$ cat src/include/ald_regs.svh
// Constants for the arithmetic and logic datapath
`ifndef ALD_REGS_SVH
`define ALD_REGS_SVH
`define ALD_ALL_ONES 8'hff
`define ALD_ZERO_BYTE 8'h00
`define ALD_RESET_BYTE 8'h00
`define ALD_RESET_FLAG 1'b0
`endif

$ cat src/include/ald_pkg.sv
// Types shared by the arithmetic and logic datapath
package ald_pkg;
  typedef enum logic [3:0] {
    ALD_OP_DEC = 4'h0,
    ALD_OP_DECC = 4'h1,
    ALD_OP_AND = 4'h2,
    ALD_OP_OR = 4'h3,
    ALD_OP_XOR = 4'h4,
    ALD_OP_ADD = 4'h5,
    ALD_OP_ADDC = 4'h6,
    ALD_OP_SUBD = 4'h7,
    ALD_OP_SUBDC = 4'h8,
    ALD_OP_SUBS = 4'h9,
    ALD_OP_SUBSC = 4'ha
  } ald_op_t;

  typedef enum logic [1:0] {
    ALD_SRC_IMM = 2'h0,
    ALD_SRC_R3 = 2'h1,
    ALD_SRC_R2 = 2'h2,
    ALD_SRC_MEM = 2'h3
  } ald_src_t;

  typedef struct packed {
    logic valid;
    ald_op_t op;
    ald_src_t src;
    logic [3:0] dest;
    logic [7:0] reg1;
    logic [7:0] reg2;
    logic [7:0] reg3;
    logic [7:0] imm;
    logic [7:0] mem;
    logic idx_update;
    logic [1:0] idx_sel;
  } ald_req_t;

  typedef struct packed {
    logic valid;
    logic [3:0] dest;
    logic [7:0] value;
    logic [7:0] acc;
    logic carry;
    logic zero;
    logic idx_update;
    logic [1:0] idx_sel;
  } ald_res_t;
endpackage

$ cat src/rtl/ald_core.sv
// Arithmetic and logic datapath: decrement, logic, add and subtract families
`timescale 1ns/1ps
`include "ald_regs.svh"
module ald_core import ald_pkg::*; #(
  parameter int WIDTH = 8
) (
  input wire logic REF_CLK,
  input wire logic RESET,
  input wire ald_req_t REQ,
  input wire logic CARRY_IN,
  input wire logic ZERO_IN,
  output ald_res_t RES,
  output logic CARRY_OUT,
  output logic ZERO_OUT
);

  // ==========================================================
  // Operand selection
  // Request comes from the decoder on this clock, so no synchroniser.
  // Flag inputs let the register file own the flags; the outputs here
  // track them so an unaffected flag is carried through untouched.
  function automatic logic [WIDTH-1:0] pick_b(input ald_req_t r);
    case (r.src)
      ALD_SRC_IMM: pick_b = r.imm;
      ALD_SRC_R3: pick_b = r.reg3;
      ALD_SRC_R2: pick_b = r.reg2;
      ALD_SRC_MEM: pick_b = r.mem;
      default: pick_b = r.imm;
    endcase
  endfunction

  // First operand: reg2 in three-register forms, otherwise the named register
  function automatic logic [WIDTH-1:0] pick_a(input ald_req_t r);
    if (r.src == ALD_SRC_R3) begin
      pick_a = r.reg2;
    end else begin
      pick_a = r.reg1;
    end
  endfunction

  // Decrement source: memory, reg2 in the two-register form, else the named register
  function automatic logic [WIDTH-1:0] pick_dec(input ald_req_t r);
    case (r.src)
      ALD_SRC_MEM: pick_dec = r.mem;
      ALD_SRC_R2: pick_dec = r.reg2;
      default: pick_dec = r.reg1;
    endcase
  endfunction

  // Reversed-order minuend: reg2 in the three-register form, else the operand
  function automatic logic [WIDTH-1:0] pick_sub_x(input ald_req_t r);
    case (r.src)
      ALD_SRC_R3: pick_sub_x = r.reg2;
      default: pick_sub_x = pick_b(r);
    endcase
  endfunction

  // Reversed-order subtrahend: reg3 in the three-register form, else the named register
  function automatic logic [WIDTH-1:0] pick_sub_y(input ald_req_t r);
    case (r.src)
      ALD_SRC_R3: pick_sub_y = r.reg3;
      default: pick_sub_y = r.reg1;
    endcase
  endfunction

  // Unit step for the plain decrement
  localparam logic [WIDTH-1:0] ONE = {{(WIDTH-1){1'b0}}, 1'b1};

  // Subtraction x - y - borrow; top bit of the wide result is the borrow
  function automatic logic [WIDTH:0] sub_w(input logic [WIDTH-1:0] x,
                                           input logic [WIDTH-1:0] y,
                                           input logic bin);
    sub_w = {1'b0, x} - {1'b0, y} - {{WIDTH{1'b0}}, bin};
  endfunction

  // ==========================================================
  // Opcode classes
  // Only the arithmetic families own the carry; logic ops pass it through
  function automatic logic writes_carry(input ald_op_t op);
    case (op)
      ALD_OP_DEC,
      ALD_OP_DECC,
      ALD_OP_ADD,
      ALD_OP_ADDC,
      ALD_OP_SUBD,
      ALD_OP_SUBDC,
      ALD_OP_SUBS,
      ALD_OP_SUBSC: writes_carry = 1'b1;
      ALD_OP_AND,
      ALD_OP_OR,
      ALD_OP_XOR: writes_carry = 1'b0;
      default: writes_carry = 1'b0;
    endcase
  endfunction

  // Chained forms take the incoming carry as an addend or an inverted borrow
  function automatic logic chains_carry(input ald_op_t op);
    case (op)
      ALD_OP_DECC,
      ALD_OP_ADDC,
      ALD_OP_SUBDC,
      ALD_OP_SUBSC: chains_carry = 1'b1;
      ALD_OP_DEC,
      ALD_OP_ADD,
      ALD_OP_SUBD,
      ALD_OP_SUBS: chains_carry = 1'b0;
      default: chains_carry = 1'b0;
    endcase
  endfunction

  // Straight order subtracts the operand from the register
  function automatic logic is_straight(input ald_op_t op);
    case (op)
      ALD_OP_SUBS,
      ALD_OP_SUBSC: is_straight = 1'b1;
      ALD_OP_SUBD,
      ALD_OP_SUBDC: is_straight = 1'b0;
      default: is_straight = 1'b0;
    endcase
  endfunction

  // Zero test shared by the result word and the flag register
  function automatic logic is_zero(input logic [WIDTH-1:0] r);
    is_zero = (r == `ALD_ZERO_BYTE);
  endfunction

  // Families that do not own the carry hand the incoming one straight on
  function automatic logic carry_after(input ald_op_t op,
                                       input logic [WIDTH:0] c,
                                       input logic cin);
    if (writes_carry(op)) begin
      carry_after = c[WIDTH];
    end else begin
      carry_after = cin;
    end
  endfunction

  // Index step travels with the memory access, never on its own
  function automatic logic idx_step(input ald_req_t r);
    idx_step = r.idx_update && (r.src == ALD_SRC_MEM);
  endfunction

  // ==========================================================
  // Family arithmetic, each returning {carry, result}

  // Decrement by one, or by one minus carry in the chained form
  function automatic logic [WIDTH:0] dec_calc(input logic [WIDTH-1:0] s,
                                              input logic cin,
                                              input logic chained);
    logic [WIDTH:0] w;
    logic [WIDTH-1:0] r;
    logic hit_ff;
    logic cy;
    if (chained) begin
      w = sub_w(s, '0, ~cin);
    end else begin
      w = sub_w(s, ONE, 1'b0);
    end
    r = w[WIDTH-1:0];
    hit_ff = (r == `ALD_ALL_ONES);
    if (chained) begin
      cy = !(hit_ff && !cin);
    end else begin
      cy = !hit_ff;
    end
    dec_calc = {cy, r};
  endfunction

  // Bitwise families leave the carry column at zero; the caller keeps the old carry
  function automatic logic [WIDTH:0] logic_calc(input ald_op_t op,
                                                input logic [WIDTH-1:0] a,
                                                input logic [WIDTH-1:0] b);
    logic [WIDTH-1:0] r;
    case (op)
      ALD_OP_AND: begin
        r = a & b;
      end
      ALD_OP_OR: begin
        r = a | b;
      end
      // Memory form is a true XOR as well, matching its register forms
      ALD_OP_XOR: begin
        r = a ^ b;
      end
      default: begin
        r = '0;
      end
    endcase
    logic_calc = {1'b0, r};
  endfunction

  // Addition, with the incoming carry as an extra addend in the chained form
  function automatic logic [WIDTH:0] add_calc(input logic [WIDTH-1:0] a,
                                              input logic [WIDTH-1:0] b,
                                              input logic cin,
                                              input logic chained);
    logic [WIDTH:0] w;
    logic [WIDTH:0] extra;
    extra = {{WIDTH{1'b0}}, chained & cin};
    w = {1'b0, a} + {1'b0, b} + extra;
    add_calc = w;
  endfunction

  // Subtraction; carry is the inverted borrow out of the top bit
  // The borrow rides in a wider word, so no separate compare is needed
  function automatic logic [WIDTH:0] sub_calc(input logic [WIDTH-1:0] x,
                                              input logic [WIDTH-1:0] y,
                                              input logic cin,
                                              input logic chained);
    logic [WIDTH:0] w;
    logic bin;
    bin = chained & ~cin;
    w = sub_w(x, y, bin);
    sub_calc = {~w[WIDTH], w[WIDTH-1:0]};
  endfunction

  // ==========================================================
  // Operand routing
  logic [WIDTH-1:0] opa;
  logic [WIDTH-1:0] opb;
  logic [WIDTH-1:0] dec_src;
  logic [WIDTH-1:0] sub_x;
  logic [WIDTH-1:0] sub_y;

  always_comb begin
    opa = pick_a(REQ);
    opb = pick_b(REQ);
    dec_src = pick_dec(REQ);
    sub_x = pick_sub_x(REQ);
    sub_y = pick_sub_y(REQ);
  end

  // ==========================================================
  // Result computation
  logic [WIDTH:0] calc;
  logic [WIDTH-1:0] result;
  logic c_new;

  always_comb begin
    case (REQ.op)
      ALD_OP_DEC,
      ALD_OP_DECC: begin
        calc = dec_calc(dec_src, CARRY_IN, chains_carry(REQ.op));
      end
      ALD_OP_AND,
      ALD_OP_OR,
      ALD_OP_XOR: begin
        calc = logic_calc(REQ.op, opa, opb);
      end
      ALD_OP_ADD,
      ALD_OP_ADDC: begin
        calc = add_calc(opa, opb, CARRY_IN, chains_carry(REQ.op));
      end
      ALD_OP_SUBD,
      ALD_OP_SUBDC,
      ALD_OP_SUBS,
      ALD_OP_SUBSC: begin
        // Straight order swaps the reversed operands: reg3-reg2, reg1-reg2, reg-op
        if (is_straight(REQ.op)) begin
          calc = sub_calc(sub_y, sub_x, CARRY_IN, chains_carry(REQ.op));
        end else begin
          calc = sub_calc(sub_x, sub_y, CARRY_IN, chains_carry(REQ.op));
        end
      end
      default: begin
        calc = '0;
      end
    endcase
    result = calc[WIDTH-1:0];
    c_new = carry_after(REQ.op, calc, CARRY_IN);
  end

  // ==========================================================
  // Result register
  // One request gives a single-cycle result word; idle cycles clear it
  function automatic ald_res_t pack_result(input ald_req_t r,
                                           input logic [WIDTH-1:0] value,
                                           input logic carry);
    pack_result = '0;
    pack_result.valid = 1'b1;
    pack_result.dest = r.dest;
    pack_result.value = value;
    pack_result.acc = value;
    pack_result.carry = carry;
    pack_result.zero = is_zero(value);
    pack_result.idx_update = idx_step(r);
    pack_result.idx_sel = r.idx_sel;
  endfunction

  ald_res_t res_reg;
  ald_res_t res_next;

  always_comb begin
    res_next = '0;
    if (REQ.valid) begin
      res_next = pack_result(REQ, result, c_new);
    end
  end

  always_ff @(posedge REF_CLK) begin
    if (RESET) begin
      res_reg <= '0;
    end else begin
      res_reg <= res_next;
    end
  end

  // ==========================================================
  // Flag registers
  // Flags are owned outside; between requests they mirror the owner a cycle late
  logic carry_reg;
  logic carry_next;
  logic zero_reg;
  logic zero_next;

  always_comb begin
    if (REQ.valid) begin
      carry_next = c_new;
      zero_next = is_zero(result);
    end else begin
      carry_next = CARRY_IN;
      zero_next = ZERO_IN;
    end
  end

  always_ff @(posedge REF_CLK) begin
    if (RESET) begin
      carry_reg <= `ALD_RESET_FLAG;
      zero_reg <= `ALD_RESET_FLAG;
    end else begin
      carry_reg <= carry_next;
      zero_reg <= zero_next;
    end
  end

  assign RES = res_reg;
  assign CARRY_OUT = carry_reg;
  assign ZERO_OUT = zero_reg;

endmodule

$ cat config.mk
export PLATFORM = sky130hd
export DESIGN_NAME = ald_core
export DESIGN_NICKNAME = d
export VERILOG_FILES = /design/src/include/ald_pkg.sv /design/src/rtl/ald_core.sv
export VERILOG_INCLUDE_DIRS = /design/src /design/src/include
export SDC_FILE = /design/constraint.sdc
export NUM_CORES = 1
export LEC_CHECK = 0
export BUFFER_PORTS_ARGS = -buffer_cell sky130_fd_sc_hd__buf_2
export CAP_MARGIN = 30
export CORE_MARGIN = 3
export CORE_UTILIZATION = 61
export CTS_BUF_LIST = sky130_fd_sc_hd__clkbuf_2
export CTS_CLUSTER_SIZE = 8
export DETAILED_ROUTE_END_ITERATION = 7
export GPL_TIMING_DRIVEN = 0
export PLACE_DENSITY = 0.95
export SLEW_MARGIN = 10
export SYNTH_ARGS = -nofsm -noshare
export SYNTH_HDL_FRONTEND = slang
export SYNTH_SLANG_ARGS = --single-unit
$ cat constraint.sdc
create_clock -name REF_CLK -period 6.33 [get_ports REF_CLK]
set_input_delay 0.9495 -clock REF_CLK [delete_from_list [all_inputs] [get_ports REF_CLK]]
set_output_delay 0.9495 -clock REF_CLK [all_outputs]
set_load 0.02 [all_outputs]
### Word-level counts from Yosys, hierarchy flattened

Memory sizes are Yosys's and may differ from the RTL's.
Index checks and enable logic that the tools add are counted.

| word-level totals | value |
|---|---|
| flip-flop bits (word level) | 20 |
| memory bits (read-only) | 80 |
| input bits | 58 |
| output and inout port bits | 28 |
| word-level logic and storage cells | 84 |
| memories kept | 5 |

Memory list:

| memory | words | bits a word | rd ports | clocked after Yosys merged registers in | write ports | RTL line | source |
|---|---|---|---|---|---|---|---|
| (no name shown) | 16 | 1 | 1 | 0 | 0 | ald_core.sv:98 | `case (op)` |
| (no name shown) | 16 | 1 | 1 | 0 | 0 | ald_core.sv:98 |  |
| (no name shown) | 16 | 1 | 1 | 0 | 0 | ald_core.sv:98 |  |
| (no name shown) | 16 | 1 | 1 | 0 | 0 | ald_core.sv:98 |  |
| (no name shown) | 16 | 1 | 1 | 0 | 0 | ald_core.sv:80 | `case (op)` |

| cells by class | value |
|---|---|
| add/sub/neg operators | 8 |
| eq/ne operators | 14 |
| muxes and demuxes | 24 |
| bitwise operators | 10 |
| reduce and logical (&&, ||, !) cells | 14 |

Operators by type and width:

| cell | count |
|---|---|
| $pmux W8 S3 | 2 |
| $mux W8 | 5 |
| $pmux W9 S4 | 1 |
| $pmux W8 S4 | 1 |
| $mux W26 | 1 |
| $sub A8 B8 Y9 | 2 |
| $sub A9 B1 Y9 | 2 |
| $eq A4 B3 Y1 const B | 4 |
| $pmux W8 S2 | 1 |
| $eq A4 B4 Y1 const B | 3 |
| $mux W1 | 12 |
| $add A8 B8 Y9 | 1 |
| $add A9 B1 Y9 | 1 |
| $mux W9 | 1 |
| $and A8 B8 Y8 | 1 |
| $eq A4 B2 Y1 const B | 2 |
| $eq A8 B8 Y1 const B | 1 |
| $logic_not A8 Y1 | 1 |
| $or A8 B8 Y8 | 1 |
| $reduce_or A2 Y1 | 4 |
| $sub A8 B1 Y8 | 1 |
| $sub A8 B1 Y8 const B | 1 |
| $xor A8 B8 Y8 | 1 |
| $eq A2 B2 Y1 const B | 2 |
| 10 further kinds | 18 |

### Longest topological paths before layout

| depth | value |
|---|---|
| depth in word-level cells | 13 |
| mapped depth | 19 |
| gate-level depth less buffers | 15 |

### Worst setup path after synthesis

OpenSTA, ideal clock, no wires.

| timing path | value |
|---|---|
| path kind | input to register |
| start | input REQ[47] in the netlist's numbering |
| end | register carry_reg (netlist: CARRY_OUT) |
| library setup time | 0.138 ns |
| arrival | 4.409 ns |
| required time | 6.192 ns |
| path slack | 1.783 ns |
| stages | 17 |
| path buffers | 4 |
| cell sequence | buf_6 > buf_8 > clkbuf_1 > clkbuf_1 > or3_1 > o221ai_1 > inv_1 > fa_1 > fa_1 > nand2b_1 > a2111o_1 > a31o_2 > a21oi_1 > mux2i_1 > o21ai_1 > a211oi_2 > a311oi_1 |

| on the way | value |
|---|---|
| cells in the longest elaborated chain, start to end | 12 |
| elaborated cells on any way between the ends | 31 |
| classes of those cells | add/sub: 8; eq/ne: 4; mux: 13; bitwise: 2; reduce/logical: 4 |

Ends and longest elaborated chain:

| element | RTL line | source |
|---|---|---|
| start, declared | ald_core.sv:9 | `input wire ald_req_t REQ,` |
| branches (longest 9 deep; another with $sub A8 B8 Y9) | - |  |
| $pmux W9 S4 * | ald_core.sv:240 | `case (REQ.op)` |
| $mux W1 * | ald_core.sv:131 | `if (writes_carry(op)) begin` |
| $mux W1 * | ald_core.sv:317 | `if (REQ.valid) begin` |
| end signal, assigned | ald_core.sv:328 | `` carry_reg <= `ALD_RESET_FLAG; `` |
| end signal, assigned | ald_core.sv:331 | `carry_reg <= carry_next;` |
| end, declared | ald_core.sv:311 | `logic carry_reg;` |

Every way passes the cells marked *. The select of a mux whose other input is x is not followed.
A chain may end at the register's enable or synchronous reset.

### Worst setup path in the final report

Same ends and word-level chain as after synthesis.

==> reports/results.tsv <==
stage	metric	value	unit
clock_tree	Num CTS Buffers	3	
yosys	Post-synth top flop	dfxtp_1	
yosys	Synth Area per Inst	7.61	sq um
yosys	EDFF count, synth	0	
clock_tree	cts hold-fix bufs	0	
placement	post-DP HPWL	8960	um
yosys	mapped cell area	3480	sq um
floorplan	Initial Utilization	65.6	%
floorplan	Die ar.	6640	sq um
timing	fmax	0.205	GHz
grt	initial antenna violation count	0	
floorplan	# rows	26	
yosys	Gate Count Post-Synth	457	
drt	drt pass-1 iters	6	
drt	via/cell ratio	6.08	
clock_tree	root buffer cell	clkbuf_2	
floorplan	die extent in y	81.5	um
power	Comb pwr share	72.1	%
power	Switching Share	48.5	%
clock_tree	CTS tree	yes	
yosys	Seq/Total Area, Yosys	11.5	%
cells_and_area	# fillers	393	
grt	pin count of the biggest net entering global routing	12	
grt	global-route wire length before repair	16700	um
grt	GR Util All Layers	32.6	%
timing	Worst-Margin Slew	0.765	ns
clock_tree	CTS Sinks	20	
power	cell area power density	166	nW/um^2
drt	via count	3741	
placement	Place WS	1.28	ns
drt	drt wl/cell	17.5	um
power	static leakage	2.09	nW
cells_and_area	ANT cells	0	
setup_path	CP peak stage delay	0.46	ns
placement	I/O Buffers	82	
timing	Final Slew Violations	0	
cells_and_area	layout cells sized above 1	23.7	%
timing	final count of negative-setup-slack endpoints	0	
clock_tree	Max clock buf depth	2	
timing	final setup margin	1.45	ns
yosys	YS warnings	0	
setup_path	slowest stage cell on the critical path	fa_1	
worst_hold_path	hold_sp	RESET	
timing	Final period util	77.1	%
power	proportion of power drawn by the clock network	7.4	%
timing	Fin. Hold Viols	0	
cells_and_area	final core utilization	75.7	%
drt	Detail Route Antenna Nets	0	
power	Peak supply drop	110	uV
run	Max Cap Violations	0	
floorplan	I/O pins	86	
setup_path	worst endpoint data arrival time	5.08	ns
status	status	finished, final reports clean	
setup_path	Worst Setup Start Kind	primary input	
cells_and_area	Synth-to-Final Area Change	15.5	%
power	Internal	0.000344	W
timing	Tmin final	4.88	ns
placement	Final GP Congestion	0.962	
yosys	FF+latch count, synth	20	
drt	Detailed Route Iter0 Violations	345	
yosys	Distinct cells, synth	61	
drt	Routed Wire Length	10700	um
yosys	syn_nets	563	
clock_tree	setup bufs post-CTS	0	
grt	total grt overflow	0	
clock_tree	clk slew on worst S/H paths	0.17	ns
floorplan	Die X	81.5	um
setup_path	Req. time, crit path	6.53	ns
setup_path	worst-path fanout max	10	
setup_path	worst-path cell chain	buf_6 -> buf_8 -> clkbuf_1 -> clkbuf_1 -> or3_1 -> o221ai_1 -> inv_1 -> fa_1 -> fa_1 -> nand2b_1 -> a2111o_1 -> a31o_2 -> a21oi_1 -> mux2i_1 -> o21ai_1 -> a211oi_2 -> a311oi_1	
power	Seq pwr share	20.5	%
clock_tree	Resized cells post-CTS	0	
grt	vias in the first global route	3612	
setup_path	critical path class	primary input to flip-flop	
cells_and_area	nets@finish	652	
worst_hold_path	WHS Endpoint	CARRY_OUT$_SDFF_PP0_	
power	P_sw	0.000325	W
timing	RSZ-0062 raised after global routing	false	
timing	Setup TNS	0	ns
yosys	FFs w/ async S/R, synth	0	%
worst_hold_path	hold path depth	2	
setup_path	crit end category	flip-flop	
timing	Hold WS	0.803	ns
worst_hold_path	worst hold path class	primary input to flip-flop	
floorplan	core region area	5300	sq um
drt	DRC viols	0	
clock_tree	H-tree depth	1	
timing	relative slew slack	48.7	%
[cell type report]
class | instances | area, sq um | share of cell area (%)
Multi-Input combinational cell | 353 | 2680 | 66.6
Timing Repair Buffer | 84 | 433 | 10.8
Sequential cell | 20 | 400 | 9.97
Inverter | 55 | 206 | 5.14
Buffer | 29 | 195 | 4.86
Tap cell | 70 | 87.6 | 2.18
Clock buffer | 3 | 15.0 | 0.374
Clock inverter | 1 | 3.75 | 0.0935
[synthesized netlist by cell type (7+ instances only)]
library cell  number  share of area (%)
clkbuf_1           9               0.97
xnor2_1           12                3.0
nand3_1            8                1.2
nand2b_1           7                1.3
or3_1              9                1.6
and2_1            17                3.1
buf_4             11                2.4
xor2_1            15                3.8
o21a_1            13                2.8
a21o_1            12                2.6
mux2i_1           10                2.9
inv_1             55                5.9
nand2_1           44                4.7
dfxtp_1           20                 12
o21ai_0           19                2.7
ha_1              42                 15
a21oi_1           23                3.3
o211ai_1          10                2.2
nor2_1            28                3.0
[power by group through the flow]
stage | clock (W) | combinational (W) | sequential [W]
floorplan | 0 | 0.000325 | 0.000150
global placement | 0 | 0.000443 | 0.000139
detailed placement | 0 | 0.000466 | 0.000140
CTS | 0.0000505 | 0.000470 | 0.000137
global route | 0.0000554 | 0.000521 | 0.000138
finish | 0.0000491 | 0.000482 | 0.000137
[sequential cells by signal, summed over array words and instances, names as in the netlist]
name	count
ZERO_OUT	1
CARRY_OUT	1
RES	18
[worst max-delay path by stage]
stage | startpoint | to | slack (ns) | depth (start not counted)
6_report | REQ[47] | CARRY_OUT$_SDFF_PP0_ | 1.45 | 17
5_1_grt | REQ[47] | ZERO_OUT$_SDFF_PP0_ | 1.38 | 17
4_1_cts | REQ[47] | CARRY_OUT$_SDFF_PP0_ | 1.59 | 17
3_5_place_dp | REQ[47] | CARRY_OUT$_SDFF_PP0_ | 1.28 | 17
3_3_place_gp | REQ[47] | CARRY_OUT$_SDFF_PP0_ | 1.28 | 17
2_1_floorplan | REQ[47] | CARRY_OUT$_SDFF_PP0_ | 1.78 | 17
[cells by family after synthesis]
group | Yosys count | synth area share (%)
multiplexers | 16 | 4.82
AO/OA/AOI/OAI | 125 | 26.9
adder cells (fa/ha/maj) | 48 | 18.6
AND/OR/NAND/NOR | 137 | 19.8
flip-flops | 20 | 11.5
buffers and inverters | 84 | 11.6
XOR/XNOR | 27 | 6.80
[cell usage in the layout (no fill, tap or decap), types with 12 or more instances in the layout]
cell type	synthesis	final
nand2_1	44	44
dfxtp_1	20	20
nor2_1	28	28
xor2_1	15	15
a21oi_1	23	23
a21o_1	12	12
buf_2	3	85
inv_1	55	55
ha_1	42	42
and2_1	17	17
xnor2_1	12	12
o21ai_0	19	19
o21a_1	13	13
[routing by layer]
layer  wire (um)  vias up  GRT usage, %
met5           0        -             0
li1            -     1766             -
met4         405        0          14.2
met3         906       40          3.40
met2        5100      208          59.4
met1        4340     1727          38.2
[per-stage QoR]
stage	power, W	instances	cell area (sq um)
final	0.000669	615	4020
after global routing	0.000715	615	4020
after CTS	0.000657	615	4020
after detailed placement	0.000606	611	4000
after global placement	0.000583	609	3980
after floorplan	0.000475	457	3480
[worst max-delay path, delay by kind of cell]
kind	cells	cell delay, ns
AO/OA/AOI/OAI	7	1.53
buffers and inverters	5	0.92
adder cells (fa/ha/maj)	2	0.92
AND/OR/NAND/NOR	2	0.54
multiplexers	1	0.22
Note: power is estimated with default switching activity, not from simulation.
